==> config.mk <==
export PLATFORM = sky130hd
export DESIGN_NAME = gptu_port
export DESIGN_NICKNAME = d
export VERILOG_FILES = /design/src/verilog/gptu_port.v /design/src/verilog/gptu_sync.v
export VERILOG_INCLUDE_DIRS = /design/src /design/src/verilog
export SDC_FILE = /design/constraint.sdc
export NUM_CORES = 1
export LEC_CHECK = 0
export BUFFER_PORTS_ARGS = -buffer_cell sky130_fd_sc_hd__clkbuf_2
export CORE_AREA = 10 10 117 119
export DETAILED_ROUTE_END_ITERATION = 6
export DIE_AREA = 0 0 127 129
export PLACE_DENSITY_LB_ADDON = 0.12
export SLEW_MARGIN = 5
export SYNTH_ARGS = -nofsm -noshare
export SYNTH_HDL_FRONTEND = slang
export SYNTH_SLANG_ARGS = --single-unit
export TNS_END_PERCENT = 50
==> constraint.sdc <==
create_clock -name aclk -period 5.5 [get_ports aclk]
set_clock_uncertainty 0.05 [all_clocks]
set_input_delay 0.825 -clock aclk [delete_from_list [all_inputs] [get_ports aclk]]
set_output_delay 0.825 -clock aclk [all_outputs]
set_load 0.02 [all_outputs]
==> src/verilog/gptu_defs.vh <==
// register indices, masks, reset values and bus codes for the port block
// assumes an AXI4-Lite byte address where byte address = index * 4
`ifndef GPTU_DEFS_VH
`define GPTU_DEFS_VH

`define GPTU_ADDR_W 16
`define GPTU_IDX_W 14

`define GPTU_IDX_WIDE_LATCH 14'h0007
`define GPTU_IDX_NARROW_LATCH 14'h0008
`define GPTU_IDX_UART_LATCH 14'h0009
`define GPTU_IDX_WIDE_READ 14'h0014
`define GPTU_IDX_NARROW_READ 14'h0015
`define GPTU_IDX_UART_READ 14'h0016
`define GPTU_IDX_WIDE_DIR 14'h0F21
`define GPTU_IDX_NARROW_DIR 14'h0F22
`define GPTU_IDX_UART_DIR 14'h0F23
`define GPTU_IDX_UART_PULLUP 14'h0F30
`define GPTU_IDX_WIDE_FUNC 14'h0F3B
`define GPTU_IDX_NARROW_FUNC 14'h0F3C
`define GPTU_IDX_UART_FUNC 14'h0F3D
`define GPTU_IDX_UART_DRIVE 14'h0F4A

`define GPTU_RST_BYTE 8'h00
`define GPTU_MASK_FULL 8'hFF
`define GPTU_MASK_WIDE_FUNC 8'h1F
`define GPTU_MASK_TWO 8'h03

`define GPTU_RESP_OKAY 2'h0
`define GPTU_RESP_DECERR 2'h3

`define GPTU_WIDE_W 8
`define GPTU_NARROW_W 2
`define GPTU_UART_W 2
`define GPTU_SYNC_W 12

`endif

==> src/verilog/gptu_port.v <==
// three general-purpose ports: wide 8-bit, narrow 2-bit, uart 2-bit
// assumes an AXI4-Lite master and peripheral signals on aclk; pins are asynchronous and pass through gptu_sync
`timescale 1ns/1ns
`include "gptu_defs.vh"
module gptu_port (
  input wire aclk,
  input wire aresetn,
  input wire [15:0] s_axi_awaddr,
  input wire [2:0] s_axi_awprot,
  input wire s_axi_awvalid,
  output wire s_axi_awready,
  input wire [31:0] s_axi_wdata,
  input wire [3:0] s_axi_wstrb,
  input wire s_axi_wvalid,
  output wire s_axi_wready,
  output wire [1:0] s_axi_bresp,
  output wire s_axi_bvalid,
  input wire s_axi_bready,
  input wire [15:0] s_axi_araddr,
  input wire [2:0] s_axi_arprot,
  input wire s_axi_arvalid,
  output wire s_axi_arready,
  output wire [31:0] s_axi_rdata,
  output wire [1:0] s_axi_rresp,
  output wire s_axi_rvalid,
  input wire s_axi_rready,
  input wire [7:0] wide_pin_in,
  output wire [7:0] wide_pin_out,
  output wire [7:0] wide_pin_oe,
  input wire [1:0] narrow_pin_in,
  output wire [1:0] narrow_pin_out,
  output wire [1:0] narrow_pin_oe,
  input wire [1:0] uart_pin_in,
  output wire [1:0] uart_pin_out,
  output wire [1:0] uart_pin_oe,
  output wire [1:0] uart_pullup_en,
  input wire divider_out,
  input wire pulse_pattern_a_out,
  input wire pulse_pattern_b_out,
  input wire timer0_ppg_out_a,
  input wire timer0_ppg_out_b,
  input wire timer0_ppg_out_c,
  input wire timer0_ppg_out_d,
  input wire timer0_pwm_out_a,
  input wire timer0_pwm_out_b,
  input wire timer0_pwm_out_c,
  input wire timer0_pwm_out_d,
  input wire [3:0] timer0_pwm_sel,
  input wire serial1_transmit,
  output wire ext_irq_in_a,
  output wire ext_irq_in_b,
  output wire ext_irq_in_c,
  output wire timer_a_in_a,
  output wire timer_a_in_b,
  output wire timer0_count_in_a,
  output wire timer0_count_in_b,
  output wire timer0_count_in_c,
  output wire timer0_count_in_d,
  output wire serial1_receive
);

  // configuration registers
  reg [7:0] wide_port_output_latch_reg;
  reg [7:0] wide_port_direction_reg;
  reg [7:0] wide_port_function_select_reg;
  reg [1:0] narrow_port_output_latch_reg;
  reg [1:0] narrow_port_direction_reg;
  reg [1:0] narrow_port_function_select_reg;
  reg [1:0] uart_port_output_latch_reg;
  reg [1:0] uart_port_direction_reg;
  reg [1:0] uart_port_function_select_reg;
  reg [1:0] uart_port_drive_type_reg;
  reg [1:0] uart_port_pullup_reg;

  // bus state
  reg aw_held_reg;
  reg [13:0] aw_idx_reg;
  reg w_held_reg;
  reg [7:0] w_byte_reg;
  reg w_lane_reg;
  reg bvalid_reg;
  reg [1:0] bresp_reg;
  reg rvalid_reg;
  reg [31:0] rdata_reg;
  reg [1:0] rresp_reg;

  // pin side flops
  reg [7:0] wide_out_reg;
  reg [7:0] wide_oe_reg;
  reg [1:0] narrow_out_reg;
  reg [1:0] narrow_oe_reg;
  reg [1:0] uart_out_reg;
  reg [1:0] uart_oe_reg;
  reg [1:0] uart_pu_reg;
  reg [2:0] irq_reg;
  reg [3:0] wide_tin_reg;
  reg [1:0] narrow_tin_reg;
  reg rx_reg;

  wire [11:0] pins_sync;
  wire [7:0] wide_sync;
  wire [1:0] narrow_sync;
  wire [1:0] uart_sync;

  gptu_sync #(
    .W(`GPTU_SYNC_W)
  ) u_sync (
    .aclk(aclk),
    .aresetn(aresetn),
    .async_in({uart_pin_in, narrow_pin_in, wide_pin_in}),
    .sync_out(pins_sync)
  );

  assign wide_sync = pins_sync[7:0];
  assign narrow_sync = pins_sync[9:8];
  assign uart_sync = pins_sync[11:10];

  // readback values
  wire [7:0] wide_read;
  wire [1:0] narrow_read;
  wire [1:0] uart_read;
  assign wide_read = wide_sync & ~wide_port_direction_reg;
  assign narrow_read = narrow_sync & ~narrow_port_direction_reg;
  assign uart_read = uart_sync &
    (~uart_port_direction_reg | uart_port_drive_type_reg);

  // secondary outputs per pin
  wire [7:0] wide_sec;
  wire [1:0] narrow_sec;
  wire [1:0] uart_sec;
  wire wave_a;
  wire wave_b;
  wire wave_c;
  wire wave_d;
  assign wave_a = timer0_pwm_sel[0] ? timer0_pwm_out_a : timer0_ppg_out_a;
  assign wave_b = timer0_pwm_sel[1] ? timer0_pwm_out_b : timer0_ppg_out_b;
  assign wave_c = timer0_pwm_sel[2] ? timer0_pwm_out_c : timer0_ppg_out_c;
  assign wave_d = timer0_pwm_sel[3] ? timer0_pwm_out_d : timer0_ppg_out_d;
  assign wide_sec = {3'h0, divider_out, pulse_pattern_b_out,
    pulse_pattern_a_out, wave_b, wave_a};
  assign narrow_sec = {wave_d, wave_c};
  assign uart_sec = {serial1_transmit, serial1_transmit};

  // write decode
  wire wr_fire;
  wire wr_hit;
  wire rd_fire;
  wire [13:0] ar_idx;
  reg wr_known;
  reg rd_known;
  reg [7:0] rd_byte;

  assign wr_fire = aw_held_reg && w_held_reg && !bvalid_reg;
  assign wr_hit = wr_fire && wr_known && w_lane_reg;
  assign rd_fire = s_axi_arvalid && !rvalid_reg;
  assign ar_idx = s_axi_araddr[15:2];

  always @* begin
    case (aw_idx_reg)
      `GPTU_IDX_WIDE_LATCH,
      `GPTU_IDX_NARROW_LATCH,
      `GPTU_IDX_UART_LATCH,
      `GPTU_IDX_WIDE_READ,
      `GPTU_IDX_NARROW_READ,
      `GPTU_IDX_UART_READ,
      `GPTU_IDX_WIDE_DIR,
      `GPTU_IDX_NARROW_DIR,
      `GPTU_IDX_UART_DIR,
      `GPTU_IDX_UART_PULLUP,
      `GPTU_IDX_WIDE_FUNC,
      `GPTU_IDX_NARROW_FUNC,
      `GPTU_IDX_UART_FUNC,
      `GPTU_IDX_UART_DRIVE: wr_known = 1'b1;
      default: wr_known = 1'b0;
    endcase
  end

  // read mux, reserved bits read zero
  always @* begin
    rd_known = 1'b1;
    case (ar_idx)
      `GPTU_IDX_WIDE_LATCH: rd_byte = wide_port_output_latch_reg;
      `GPTU_IDX_NARROW_LATCH: rd_byte = {6'h00, narrow_port_output_latch_reg};
      `GPTU_IDX_UART_LATCH: rd_byte = {6'h00, uart_port_output_latch_reg};
      `GPTU_IDX_WIDE_READ: rd_byte = wide_read;
      `GPTU_IDX_NARROW_READ: rd_byte = {6'h00, narrow_read};
      `GPTU_IDX_UART_READ: rd_byte = {6'h00, uart_read};
      `GPTU_IDX_WIDE_DIR: rd_byte = wide_port_direction_reg;
      `GPTU_IDX_NARROW_DIR: rd_byte = {6'h00, narrow_port_direction_reg};
      `GPTU_IDX_UART_DIR: rd_byte = {6'h00, uart_port_direction_reg};
      `GPTU_IDX_UART_PULLUP: rd_byte = {6'h00, uart_port_pullup_reg};
      `GPTU_IDX_WIDE_FUNC: rd_byte = wide_port_function_select_reg;
      `GPTU_IDX_NARROW_FUNC:
        rd_byte = {6'h00, narrow_port_function_select_reg};
      `GPTU_IDX_UART_FUNC: rd_byte = {6'h00, uart_port_function_select_reg};
      `GPTU_IDX_UART_DRIVE: rd_byte = {6'h00, uart_port_drive_type_reg};
      default: begin
        rd_byte = 8'h00;
        rd_known = 1'b0;
      end
    endcase
  end

  // write address and data, taken in either order
  always @(posedge aclk) begin
    if (!aresetn) begin
      aw_held_reg <= 1'b0;
      aw_idx_reg <= 14'h0000;
      w_held_reg <= 1'b0;
      w_byte_reg <= 8'h00;
      w_lane_reg <= 1'b0;
      bvalid_reg <= 1'b0;
      bresp_reg <= `GPTU_RESP_OKAY;
    end else begin
      if (s_axi_awvalid && s_axi_awready) begin
        aw_held_reg <= 1'b1;
        aw_idx_reg <= s_axi_awaddr[15:2];
      end
      if (s_axi_wvalid && s_axi_wready) begin
        w_held_reg <= 1'b1;
        w_byte_reg <= s_axi_wdata[7:0];
        w_lane_reg <= s_axi_wstrb[0];
      end
      if (wr_fire) begin
        aw_held_reg <= 1'b0;
        w_held_reg <= 1'b0;
        bvalid_reg <= 1'b1;
        bresp_reg <= wr_known ? `GPTU_RESP_OKAY : `GPTU_RESP_DECERR;
      end else if (bvalid_reg && s_axi_bready) begin
        bvalid_reg <= 1'b0;
      end
    end
  end

  // register writes with per-register masks
  always @(posedge aclk) begin
    if (!aresetn) begin
      wide_port_output_latch_reg <= `GPTU_RST_BYTE;
      wide_port_direction_reg <= `GPTU_RST_BYTE;
      wide_port_function_select_reg <= `GPTU_RST_BYTE;
      narrow_port_output_latch_reg <= 2'h0;
      narrow_port_direction_reg <= 2'h0;
      narrow_port_function_select_reg <= 2'h0;
      uart_port_output_latch_reg <= 2'h0;
      uart_port_direction_reg <= 2'h0;
      uart_port_function_select_reg <= 2'h0;
      uart_port_drive_type_reg <= 2'h0;
      uart_port_pullup_reg <= 2'h0;
    end else if (wr_hit) begin
      case (aw_idx_reg)
        `GPTU_IDX_WIDE_LATCH:
          wide_port_output_latch_reg <= w_byte_reg;
        `GPTU_IDX_WIDE_DIR:
          wide_port_direction_reg <= w_byte_reg;
        `GPTU_IDX_WIDE_FUNC:
          wide_port_function_select_reg <=
            w_byte_reg & `GPTU_MASK_WIDE_FUNC;
        `GPTU_IDX_NARROW_LATCH:
          narrow_port_output_latch_reg <= w_byte_reg[1:0];
        `GPTU_IDX_NARROW_DIR:
          narrow_port_direction_reg <= w_byte_reg[1:0];
        `GPTU_IDX_NARROW_FUNC:
          narrow_port_function_select_reg <= w_byte_reg[1:0];
        `GPTU_IDX_UART_LATCH:
          uart_port_output_latch_reg <= w_byte_reg[1:0];
        `GPTU_IDX_UART_DIR:
          uart_port_direction_reg <= w_byte_reg[1:0];
        `GPTU_IDX_UART_FUNC:
          uart_port_function_select_reg <= w_byte_reg[1:0];
        `GPTU_IDX_UART_DRIVE:
          uart_port_drive_type_reg <= w_byte_reg[1:0];
        `GPTU_IDX_UART_PULLUP:
          uart_port_pullup_reg <= w_byte_reg[1:0];
        default: begin
        end
      endcase
    end
  end

  // read channel, one cycle after address taken
  always @(posedge aclk) begin
    if (!aresetn) begin
      rvalid_reg <= 1'b0;
      rdata_reg <= 32'h00000000;
      rresp_reg <= `GPTU_RESP_OKAY;
    end else if (rd_fire) begin
      rvalid_reg <= 1'b1;
      rdata_reg <= {24'h000000, rd_byte};
      rresp_reg <= rd_known ? `GPTU_RESP_OKAY : `GPTU_RESP_DECERR;
    end else if (rvalid_reg && s_axi_rready) begin
      rvalid_reg <= 1'b0;
    end
  end

  // pin drive
  wire [7:0] wide_out_next;
  wire [1:0] narrow_out_next;
  wire [1:0] uart_out_next;
  wire [1:0] uart_oe_next;
  wire [1:0] uart_pu_next;
  wire [1:0] uart_level;
  wire [1:0] uart_sec_sel;

  genvar i;
  generate
    for (i = 0; i < 8; i = i + 1) begin : g_wide
      assign wide_out_next[i] =
        (wide_port_direction_reg[i] && wide_port_function_select_reg[i]) ?
        wide_sec[i] : wide_port_output_latch_reg[i];
    end
    for (i = 0; i < 2; i = i + 1) begin : g_two
      assign narrow_out_next[i] =
        (narrow_port_direction_reg[i] &&
         narrow_port_function_select_reg[i]) ?
        narrow_sec[i] : narrow_port_output_latch_reg[i];
      assign uart_sec_sel[i] = uart_port_direction_reg[i] &&
        uart_port_function_select_reg[i];
      assign uart_level[i] = uart_sec_sel[i] ?
        uart_sec[i] : uart_port_output_latch_reg[i];
      assign uart_out_next[i] = uart_level[i] &&
        !uart_port_drive_type_reg[i];
      assign uart_oe_next[i] = uart_port_direction_reg[i] &&
        (!uart_port_drive_type_reg[i] || !uart_level[i]);
      assign uart_pu_next[i] = uart_port_pullup_reg[i] &&
        (!uart_port_direction_reg[i] ||
         uart_port_drive_type_reg[i]);
    end
  endgenerate

  always @(posedge aclk) begin
    if (!aresetn) begin
      wide_out_reg <= 8'h00;
      wide_oe_reg <= 8'h00;
      narrow_out_reg <= 2'h0;
      narrow_oe_reg <= 2'h0;
      uart_out_reg <= 2'h0;
      uart_oe_reg <= 2'h0;
      uart_pu_reg <= 2'h0;
      irq_reg <= 3'h0;
      wide_tin_reg <= 4'h0;
      narrow_tin_reg <= 2'h0;
      rx_reg <= 1'b0;
    end else begin
      wide_out_reg <= wide_out_next;
      wide_oe_reg <= wide_port_direction_reg;
      narrow_out_reg <= narrow_out_next;
      narrow_oe_reg <= narrow_port_direction_reg;
      uart_out_reg <= uart_out_next;
      uart_oe_reg <= uart_oe_next;
      uart_pu_reg <= uart_pu_next;
      irq_reg <= wide_sync[7:5] & ~wide_port_direction_reg[7:5];
      wide_tin_reg <= wide_sync[3:0] & ~wide_port_direction_reg[3:0];
      narrow_tin_reg <= narrow_sync & ~narrow_port_direction_reg;
      // first input pin carries receive, else the second
      rx_reg <= !uart_port_direction_reg[0] ? uart_sync[0] :
        (!uart_port_direction_reg[1] ? uart_sync[1] : 1'b1);
    end
  end

  assign s_axi_awready = !aw_held_reg && !bvalid_reg;
  assign s_axi_wready = !w_held_reg && !bvalid_reg;
  assign s_axi_bvalid = bvalid_reg;
  assign s_axi_bresp = bresp_reg;
  assign s_axi_arready = !rvalid_reg;
  assign s_axi_rvalid = rvalid_reg;
  assign s_axi_rdata = rdata_reg;
  assign s_axi_rresp = rresp_reg;

  assign wide_pin_out = wide_out_reg;
  assign wide_pin_oe = wide_oe_reg;
  assign narrow_pin_out = narrow_out_reg;
  assign narrow_pin_oe = narrow_oe_reg;
  assign uart_pin_out = uart_out_reg;
  assign uart_pin_oe = uart_oe_reg;
  assign uart_pullup_en = uart_pu_reg;

  assign ext_irq_in_a = irq_reg[0];
  assign ext_irq_in_b = irq_reg[1];
  assign ext_irq_in_c = irq_reg[2];
  assign timer0_count_in_a = wide_tin_reg[0];
  assign timer0_count_in_b = wide_tin_reg[1];
  assign timer_a_in_a = wide_tin_reg[2];
  assign timer_a_in_b = wide_tin_reg[3];
  assign timer0_count_in_c = narrow_tin_reg[0];
  assign timer0_count_in_d = narrow_tin_reg[1];
  assign serial1_receive = rx_reg;

endmodule

==> src/verilog/gptu_sync.v <==
// two-flop synchroniser, one chain per bit
// assumes pins change freely with respect to aclk
`timescale 1ns/1ns
module gptu_sync #(
  parameter W = 12
) (
  input wire aclk,
  input wire aresetn,
  input wire [W-1:0] async_in,
  output wire [W-1:0] sync_out
);
  genvar i;
  generate
    for (i = 0; i < W; i = i + 1) begin : g_bit
      reg meta_reg;
      reg stable_reg;
      always @(posedge aclk) begin
        if (!aresetn) begin
          meta_reg <= 1'b0;
          stable_reg <= 1'b0;
        end else begin
          meta_reg <= async_in[i];
          stable_reg <= meta_reg;
        end
      end
      assign sync_out[i] = stable_reg;
    end
  endgenerate
endmodule

==> run summary, run 1 <==
- class of the worst hold path: flop to flop
- power dissipated by switching net loads: 0.564 mW
- Post-Synth Simple-Gate Area: 0.268
- final critical path time including I/O delays and setup: 2530 ps
- root buffer cell: clkbuf_16
- ratio of total power to cell area: 341 nW/um^2
- maximum fanout along the worst path: 6
- wire length per cell: 16.1 um
- internal power of the cells: 1.75 mW
- part of the power in registers: 0.443
- setup slack after placement: 2620 ps
- EDFF count, synth: 0
- end-of-flow core utilization: 0.597
- Sum Neg Setup Slack: 0 ps
- combinational family with the most area after synthesis: simple AND/OR/NAND/NOR gates
- count of buffers added by post-CTS timing repair for setup: 0
- Static Leakage: 2.73 nW
- Compound-Gate Fraction of Synth Area: 0.109
- result of the run: complete, no violations
- portion of the post-synthesis area used by sequential elements: 0.481
- fraction of registers with async set or reset after synthesis: 0
- total number of clock tree sinks: 134
- vias in the first global route: 4,686
- Resized cells post-CTS: 0
- clock transition at the register clock pins on the worst setup and hold paths after CTS: 60 ps
- flip-flop and latch count after synthesis: 134
- maximum number of pins on one net before global-route repair: 62
- total of warnings raised by yosys: 0
- final hold violations: 0
- adder and majority cell fraction of the synthesized area: 0
- diode count: 0
- number of antenna-violating nets in the routed design: 0
- number of buffers created by CTS: 17
- input/output buffers: 124
- parity-gate share of the synthesized area counting xor and xnor cells: 0.00157
- Sw Ratio: 0.244
- later-pin clock latency in the skew report: 410 ps
- largest buffer count on any clock path: 2
- IR Drop Worst-Case VDD: 163 uV
- Most used DFF post-synth: dfxtp_1
- global-route wire length before repair: 23.7 mm
- fraction of layout instances using a drive strength above 1: 0.233
- initial antenna violation count: 0
- Critical Path, Cell by Cell: clkbuf_2 -> or3b_2 -> nor4_1 -> and3_1 -> nor4_1 -> a31oi_1
- flip-flop count of the largest register after layout: 14
- overall global routing resource usage: 0.177
- net count of the finished layout: 852
- final cycle utilization of the critical path: 0.460
- total number of placement rows: 39
- Logic pwr share: 0.073
- share of cell area taken by muxes after synthesis: 0.0816
- post-route DRC violation count: 0
- most repeated library cell on the critical path: nor4_1
- Detailed Routing Iterations Pass 1: 5
- clock tree from TritonCTS: done
- synthesized area per cell: 8.86 um^2
- final setup violating endpoints: 0
- max capacitance violation total: 0
- CP max-delay cell: nor4_1
- arrival time of data at the critical path endpoint: 2820 ps
- path type of the worst setup path: input port to flop
- Netlist Area Pre-Place: 5580 um^2
- required time reported for the critical path endpoint: 5780 ps
- setup repair after global routing missed its margin: false
- Mapped Cells: 630
- worst slew margin relative to its limit: 0.333
- WHS: 384 ps
- Avg Vias per Cell: 5.28
- share of power burned in the clock network: 0.484
- smallest setup slack after layout: 2970 ps
- Core Box Area: 11,300 um^2
- library cells used by synthesis: 55
- iteration-0 DRC count of the detailed router: 393
- number of vias after detailed routing: 4,750
- Die Footprint: 16,400 um^2
- slew at the pin with the worst max-slew slack: 991 ps
- H-tree levels: 4
- die span in y: 129 um
- max frequency: 395 MHz
- category of the worst setup path launch point: input port
- initial core utilization: 0.493
- Detail Placement HPWL: 10.8 mm
- final weighted congestion of routability-driven global placement: 0.889
- area growth from synthesis to layout: 21.2%
- Crit path max-delay family: simple AND/OR/NAND/NOR gates
- Post-Route WL: 14.5 mm
- Ports: 186
- total congestion overflow after global routing: 0
- hold_buf cts: 0
- crit path capture type: flop
- delay of the slowest cell on the worst path: 860 ps
- number of max-slew violations in the final report: 0
- overall die width: 127 um
- Critical path buffers and inverters: 1
[Yosys cell counts (5+ instances only)]
master,count,share of area
dfxtp_1,134,0.48
nand2_1,87,0.059
a21oi_1,58,0.052
nor2_1,50,0.034
mux2i_1,41,0.074
and2_1,39,0.044
buf_4,26,0.035
clkbuf_1,26,0.017
o21ai_0,21,0.019
nand3_1,18,0.016
nor3_1,16,0.014
nor4_1,9,0.010
a31oi_1,7,0.0078
nand2b_1,7,0.0078
inv_1,6,0.0040
nand3b_1,6,0.0081
nor2b_1,6,0.0067
and3_1,5,0.0056
[placed cells by master, fill, tap and decap left out, drive strengths merged, types with 11 or more instances in the layout]
cell,count
clkbuf,143
dfxtp,134
nand2,87
a21oi,58
nor2,50
mux2i,41
and2,40
conb,24
o21ai,21
nand3,18
nor3,18
inv,11
[metal layers]
metal  up-vias  routed length [um]  track usage
met5         -                   0            0
met4         0                 276       0.0844
met3        24                 962       0.0559
met2       166                6960        0.281
met1      2183                6280        0.214
li1       2377                   -            -
[cells by family (layout without fill, tap and decap cells)]
logic type / count (synthesis) / count (layout)
compound gates: 106 / 106
xor+xnor: 1 / 1
buf+inv: 61 / 164
flops: 134 / 134
mux: 45 / 45
other cells: 1 / 24
simple gates: 282 / 282
[power by group through the flow]
stage                     registers, mW  clock network, mW  logic (mW)
after floorplan                    1.04                  0       0.122
after global placement             1.04                  0       0.165
after detailed placement           1.04                  0       0.167
after CTS                          1.02               1.13       0.168
after global routing               1.03               1.17       0.188
final                              1.02               1.12       0.169
[path summary, 6_finish.rpt]
path / startpoint / endpoint / slack, ps / cells after the start
min: u_sync.g_bit[1].meta_reg$_SDFF_PN0_ / u_sync.g_bit[1].stable_reg$_SDFF_PN0_ / 380 / 1
max reg2reg: aw_idx_reg[6]$_SDFFE_PN0P_ / wide_port_output_latch_reg[1]$_SDFFE_PN0P_ / 3110 / 5
max: s_axi_araddr[9] / s_axi_rdata[0]$_SDFFE_PN0P_ / 2970 / 6
min reg2reg: u_sync.g_bit[1].meta_reg$_SDFF_PN0_ / u_sync.g_bit[1].stable_reg$_SDFF_PN0_ / 380 / 1
[final cells by class]
class | count | area [um^2]
Fill cell | 1015 | 4560
Sequential cell | 134 | 2680
Clock buffer | 19 | 443
Tap cell | 143 | 179
Multi-Input combinational cell | 458 | 2660
Inverter | 6 | 22.5
Clock inverter | 13 | 145
Timing Repair Buffer | 126 | 636
[worst register-to-register path, cell delays in order, from the launching register on]
cell and delay, ps:
dfxtp_1 340, or4_4 540, or4_4 540, nor3_4 460
mux2i_1 260, nor2_1 60
[metrics by stage]
stage          std cells  instance area, um^2  total power, mW
2_1_floorplan        653                 5670             1.16
3_5_place_dp         867                 6180             1.21
4_1_cts              899                 6760             2.33
6_report             899                 6760             2.31
3_3_place_gp         867                 6180             1.21
5_1_grt              899                 6760             2.39
Note: power is estimated with default switching activity, not from simulation.
==> run 2: changes to the inputs <==
--- a/config.mk
+++ b/config.mk
@@ -7,9 +7,9 @@
 export NUM_CORES = 1
 export LEC_CHECK = 0
 export BUFFER_PORTS_ARGS = -buffer_cell sky130_fd_sc_hd__clkbuf_2
-export CORE_AREA = 10 10 117 119
+export CORE_AREA = 10 10 123 125
 export DETAILED_ROUTE_END_ITERATION = 6
-export DIE_AREA = 0 0 127 129
+export DIE_AREA = 0 0 133 135
 export PLACE_DENSITY_LB_ADDON = 0.12
 export SLEW_MARGIN = 5
 export SYNTH_ARGS = -nofsm -noshare
==> constraint.sdc (replaced) <==
create_clock -name aclk -period 2.15 [get_ports aclk]
set_clock_uncertainty 0.05 [all_clocks]
set_input_delay 0.3225 -clock aclk [delete_from_list [all_inputs] [get_ports aclk]]
set_output_delay 0.3225 -clock aclk [all_outputs]
set_load 0.02 [all_outputs]
==> run 2 against run 1 <==
Against the previous run:
- first-iteration DRC count up 6.4%
- setup slack got worse by 3000 ps
- via count grew 2.2%
- count of clock-buffer cells in the layout grew 1
- critical path depth unchanged
- final cell count increased by 5.6%
- global-route usage down 0.95 points
- total power increased by 150%
- non-clock buffer count up 27
==> run summary, run 2 (same netlist as run 1, synthesis figures left out) <==
- post-route DRC violation count: 0
- Detailed Routing Iterations Pass 1: 6
- initial core utilization: 0.444
- vias in the first global route: 4,915
- total congestion overflow after global routing: 0
- max capacitance violation total: 0
- top library cells by usage in the layout, fill and taps aside: dfxtp_1 (132), clkbuf_2 (124), nand2_1 (87)
- Avg Vias per Cell: 5.11
- power dissipated by switching net loads: 1.30 mW
- total number of placement rows: 41
- Resized cells post-CTS: 0
- overall die width: 133 um
- total number of clock tree sinks: 134
- final hold violations: 0
- input/output buffers: 124
- category of the worst setup path launch point: flop
- Post-Route WL: 15.2 mm
- worst slew margin relative to its limit: 0.589
- crit path capture type: flop
- flip-flop count of the largest register after layout: 14
- setup repair after global routing missed its margin: true
- path type of the worst setup path: flop to flop
- Core Box Area: 12,600 um^2
- standard cell area after detailed placement: 6430 um^2
- die span in y: 135 um
- wire length per cell: 16.0 um
- Static Leakage: 2.85 nW
- count of buffers added by post-CTS timing repair for setup: 0
- smallest setup slack after layout: 9.49 ps
- required time reported for the critical path endpoint: 2390 ps
- overall global routing resource usage: 0.168
- fraction of layout instances using a drive strength above 1: 0.259
- Ports: 186
- hold_buf cts: 0
- root buffer cell: clkbuf_16
- class of the worst hold path: input port to flop
- maximum fanout along the worst path: 8
- max frequency: 467 MHz
- iteration-0 DRC count of the detailed router: 418
- slew at the pin with the worst max-slew slack: 617 ps
- clock transition at the register clock pins on the worst setup and hold paths after CTS: 50 ps
- diode count: 0
- number of buffers created by CTS: 17
- FILL cells: 1,220
- share of power burned in the clock network: 0.462
- number of antenna-violating nets in the routed design: 0
- maximum number of pins on one net before global-route repair: 55
- initial antenna violation count: 0
- net count of the finished layout: 879
- global-route wire length before repair: 24.6 mm
- most common library cell in the layout ignoring fill and taps: dfxtp_1
- part of the power in registers: 0.457
- Die Footprint: 18,000 um^2
- arrival time of data at the critical path endpoint: 2380 ps
- internal power of the cells: 4.42 mW
- H-tree levels: 4
- number of max-slew violations in the final report: 0
- ratio of total power to cell area: 821 nW/um^2
- largest buffer count on any clock path: 2
- Detail Placement HPWL: 11.6 mm
- result of the run: complete, no violations
- IR Drop Worst-Case VDD: 584 uV
- cells on worst reg2reg path: 6
- Sw Ratio: 0.227
- clock tree from TritonCTS: done
- later-pin clock latency in the skew report: 410 ps
- hold depth: 2
- area growth from synthesis to layout: 25.0%
- final setup violating endpoints: 0
- final cycle utilization of the critical path: 0.996
- number of vias after detailed routing: 4,853
- setup slack after placement: -34.8 ps
- Logic pwr share: 0.081
- final weighted congestion of routability-driven global placement: 0.862
- final standard cell area without fillers: 6970 um^2
- final critical path time including I/O delays and setup: 2140 ps
run 2: changes by cell type in the layout (fill, tap and decap cells not counted), moves of 2 or more:
cell        before  now
dfxtp_2          0    2
dfxtp_1        134  132
clkinvlp_4       3    1
inv_6            5    0
buf_4            2   28
run 2: final timing paths:
path,startpoint,to,slack (ps)
worst min register to register,u_sync.g_bit[5].meta_reg$_SDFF_PN0_,u_sync.g_bit[5].stable_reg$_SDFF_PN0_,380
worst max-delay path,aw_idx_reg[13]$_SDFFE_PN0P_,wide_port_output_latch_reg[3]$_SDFFE_PN0P_,9
worst max register to register,aw_idx_reg[13]$_SDFFE_PN0P_,wide_port_output_latch_reg[3]$_SDFFE_PN0P_,9
worst min-delay path,wide_pin_in[3],u_sync.g_bit[3].meta_reg$_SDFF_PN0_,60
run 2: metrics by stage:
stage / hold WS [ps] / util / total power [mW] / setup TNS (ps) / instances
detailed placement: 370 / 0.511 / 3.13 / -63.2 / 923
CTS: 48.6 / 0.554 / 5.78 / 0 / 949
finish: 61.6 / 0.555 / 5.72 / 0 / 949
floorplan: 360 / - / 2.98 / 0 / 653
global route: 46.6 / 0.555 / 5.96 / -449 / 949
global placement: 367 / 0.511 / 3.11 / -5.06 / 923
run 2: power by group through the flow:
| stage | Sequential, mW | Combinational (mW) | Clock, mW |
|---|---|---|---|
| 6_report | 2.62 | 0.461 | 2.64 |
| 2_1_floorplan | 2.66 | 0.313 | 0 |
| 4_1_cts | 2.62 | 0.460 | 2.71 |
| 5_1_grt | 2.63 | 0.513 | 2.82 |
| 3_5_place_dp | 2.67 | 0.457 | 0 |
| 3_3_place_gp | 2.67 | 0.448 | 0 |
run 2: routing by layer:
metal	global-route usage	vias up	wire length, um
met5	0	-	0
met4	0.0544	0	204
met3	0.0597	19	1020
met2	0.279	146	7410
met1	0.197	2263	6550
li1	-	2425	-
run 2: cell type report:
| class | instances | area [um^2] | share of cell area |
|---|---|---|---|
| clock buffers | 20 | 447 | 0.0641 |
| well taps | 172 | 215 | 0.0309 |
| repair buffers | 153 | 851 | 0.122 |
| clock inverters | 6 | 82.6 | 0.0118 |
| inverters | 6 | 22.5 | 0.00323 |
| multi-input cells | 458 | 2670 | 0.383 |
| flip-flops and latches | 134 | 2690 | 0.385 |
run 2: critical path: stages (launching register included):
cell	delay, ps
dfxtp_2	320
or4_4	530
or4_4	550
nor3_4	170
buf_12	160
mux2i_1	180
nor2_1	50
==> run 3: changes to the inputs <==
--- a/config.mk
+++ b/config.mk
@@ -6,7 +6,7 @@
 export SDC_FILE = /design/constraint.sdc
 export NUM_CORES = 1
 export LEC_CHECK = 0
-export BUFFER_PORTS_ARGS = -buffer_cell sky130_fd_sc_hd__clkbuf_2
+export BUFFER_PORTS_ARGS = -buffer_cell sky130_fd_sc_hd__buf_4
 export CORE_AREA = 10 10 123 125
 export DETAILED_ROUTE_END_ITERATION = 6
 export DIE_AREA = 0 0 133 135
==> run 3 against run 2 <==
Against the previous run:
- final cell count is the same
- core utilization up 2.7 points
- critical path depth is the same
- via count up 0.45%
- sequential power about the same
- register-to-register slack barely moved
- total power rose by 4.0%
- first-iteration DRC count is 11% lower
- critical endpoint is now wide_port_output_latch_reg[6]$_SDFFE_PN0P_
- largest cell class unchanged
- largest power group unchanged
==> run summary, run 3 (same netlist as run 1, synthesis figures left out) <==
- clock transition at the register clock pins on the worst setup and hold paths after CTS: 60 ps
- flop2flop setup slack: 0.9 ps
- final setup violating endpoints: 0
- setup slack after placement: -24.4 ps
- final weighted congestion of routability-driven global placement: 0.885
- overall die width: 133 um
- Critical Path, Cell by Cell: or4_4 -> or4_4 -> nor3_4 -> buf_12 -> mux2i_1 -> nor2_1
- H-tree levels: 4
- smallest setup slack after layout: 0.946 ps
- Static Leakage: 2.94 nW
- top library cells by usage in the layout, fill and taps aside: buf_4 (145), dfxtp_1 (133), nand2_1 (87)
- required time reported for the critical path endpoint: 2400 ps
- input/output buffers: 124
- internal power of the cells: 4.54 mW
- diode count: 0
- share of power burned in the clock network: 0.475
- setup repair after global routing missed its margin: true
- maximum fanout along the worst path: 8
- overall global routing resource usage: 0.170
- CP max-delay cell: or4_4
- hold_buf cts: 0
- number of buffers created by CTS: 17
- worst slew margin relative to its limit: 0.573
- arrival time of data at the critical path endpoint: 2390 ps
- category of the worst setup path launch point: flop
- Critical path buffers and inverters: 1
- fraction of layout instances using a drive strength above 1: 0.259
- later-pin clock latency in the skew report: 410 ps
- wire length per cell: 16.4 um
- met2 Track Usage GR: 0.275
- standard cell area after detailed placement: 6710 um^2
- max frequency: 465 MHz
- number of max-slew violations in the final report: 0
- delay of the slowest cell on the worst path: 540 ps
- WHS: 60.1 ps
- FILL cells: 1,141
- final standard cell area without fillers: 7310 um^2
- root buffer cell: clkbuf_16
- Logic pwr share: 0.086
- class of the worst hold path: input port to flop
- Ports: 186
- most common library cell in the layout ignoring fill and taps: buf_4
- max capacitance violation total: 0
- flip-flop count of the largest register after layout: 14
- slew at the pin with the worst max-slew slack: 640 ps
- global-route met1 utilization: 0.199
- number of antenna-violating nets in the routed design: 0
- non-filler cells, final: 949
- part of the power in registers: 0.439
- net count of the finished layout: 873
- Core Box Area: 12,600 um^2
- global-route wire length before repair: 24.9 mm
- total congestion overflow after global routing: 0
- maximum number of pins on one net before global-route repair: 75
- clock tree from TritonCTS: done
- ratio of total power to cell area: 815 nW/um^2
- Avg Vias per Cell: 5.14
- iteration-0 DRC count of the detailed router: 371
- result of the run: complete, no violations
- Die Footprint: 18,000 um^2
- die span in y: 135 um
- global routing met3 resource utilization: 0.0601
- initial core utilization: 0.444
- most repeated library cell on the critical path: or4_4
- Post-Route WL: 15.5 mm
- global routing's busiest layer: met2
- Sw Ratio: 0.237
- initial antenna violation count: 0
- area growth from synthesis to layout: 31.0%
- total number of placement rows: 41
- path type of the worst setup path: flop to flop
- post-placement cell count: 917
- total number of clock tree sinks: 134
- number of vias after detailed routing: 4,875
- final hold violations: 0
- final critical path time including I/O delays and setup: 2150 ps
- post-route DRC violation count: 0
- final cycle utilization of the critical path: 1.00
- power dissipated by switching net loads: 1.41 mW
- largest buffer count on any clock path: 2
- vias in the first global route: 4,970
- Detail Placement HPWL: 11.6 mm
- Detailed Routing Iterations Pass 1: 4
- IR Drop Worst-Case VDD: 551 uV
- count of buffers added by post-CTS timing repair for setup: 0
- Sum Neg Setup Slack: 0 ps
- crit path capture type: flop
- Crit path max-delay family: simple AND/OR/NAND/NOR gates
run 3: cell count changes in the layout (fill, tap and decap cells not counted), moves of 2 or more:
cell,change
clkbuf_2,-124
buf_4,+117
clkinv_4,+3
clkinvlp_4,+2
run 3: cell type report:
type / instances / area (um^2) / area share
clock buffers: 20 / 457 / 0.0625
clock inverters: 12 / 129 / 0.0176
inverters: 6 / 22.5 / 0.00308
multi-input cells: 458 / 2670 / 0.366
flip-flops and latches: 134 / 2680 / 0.367
well taps: 172 / 215 / 0.0295
repair buffers: 147 / 1130 / 0.154
run 3: per-stage QoR:
stage          total power [mW]  utilization
2_1_floorplan              2.98            -
3_3_place_gp               3.16        0.534
3_5_place_dp               3.17        0.534
4_1_cts                    5.98        0.580
5_1_grt                    6.17        0.581
6_report                   5.95        0.581
run 3: metal layers:
layer,share of wire,vias up
li1,-,2418
met1,0.43,2288
met2,0.48,142
met3,0.065,27
met4,0.019,0
met5,0,-
run 3: power by group through the flow:
stage / Clock, mW / Sequential, mW / Combinational (mW)
final: 2.83 / 2.62 / 0.511
after CTS: 2.86 / 2.61 / 0.507
after global routing: 2.99 / 2.63 / 0.561
after detailed placement: 0 / 2.67 / 0.504
after floorplan: 0 / 2.66 / 0.313
after global placement: 0 / 2.66 / 0.497
run 3: path summary, 6_finish.rpt:
path	from	end	cells past startpoint
worst max-delay path	aw_idx_reg[13]$_SDFFE_PN0P_	wide_port_output_latch_reg[6]$_SDFFE_PN0P_	6
worst min-delay path	wide_pin_in[3]	u_sync.g_bit[3].meta_reg$_SDFF_PN0_	2
worst min register to register	u_sync.g_bit[7].meta_reg$_SDFF_PN0_	u_sync.g_bit[7].stable_reg$_SDFF_PN0_	1
worst max register to register	aw_idx_reg[13]$_SDFFE_PN0P_	wide_port_output_latch_reg[6]$_SDFFE_PN0P_	6
run 3: worst reg2reg max path, stage by stage, from the launching register on:
cell	delay, ps
dfxtp_1	310
or4_4	530
or4_4	540
nor3_4	190
buf_12	170
mux2i_1	200
nor2_1	50
run 3: timing repair:
item,CTS,global route
endpoints found under the setup margin,1,18
resized for setup,0,3
cloned,0,0
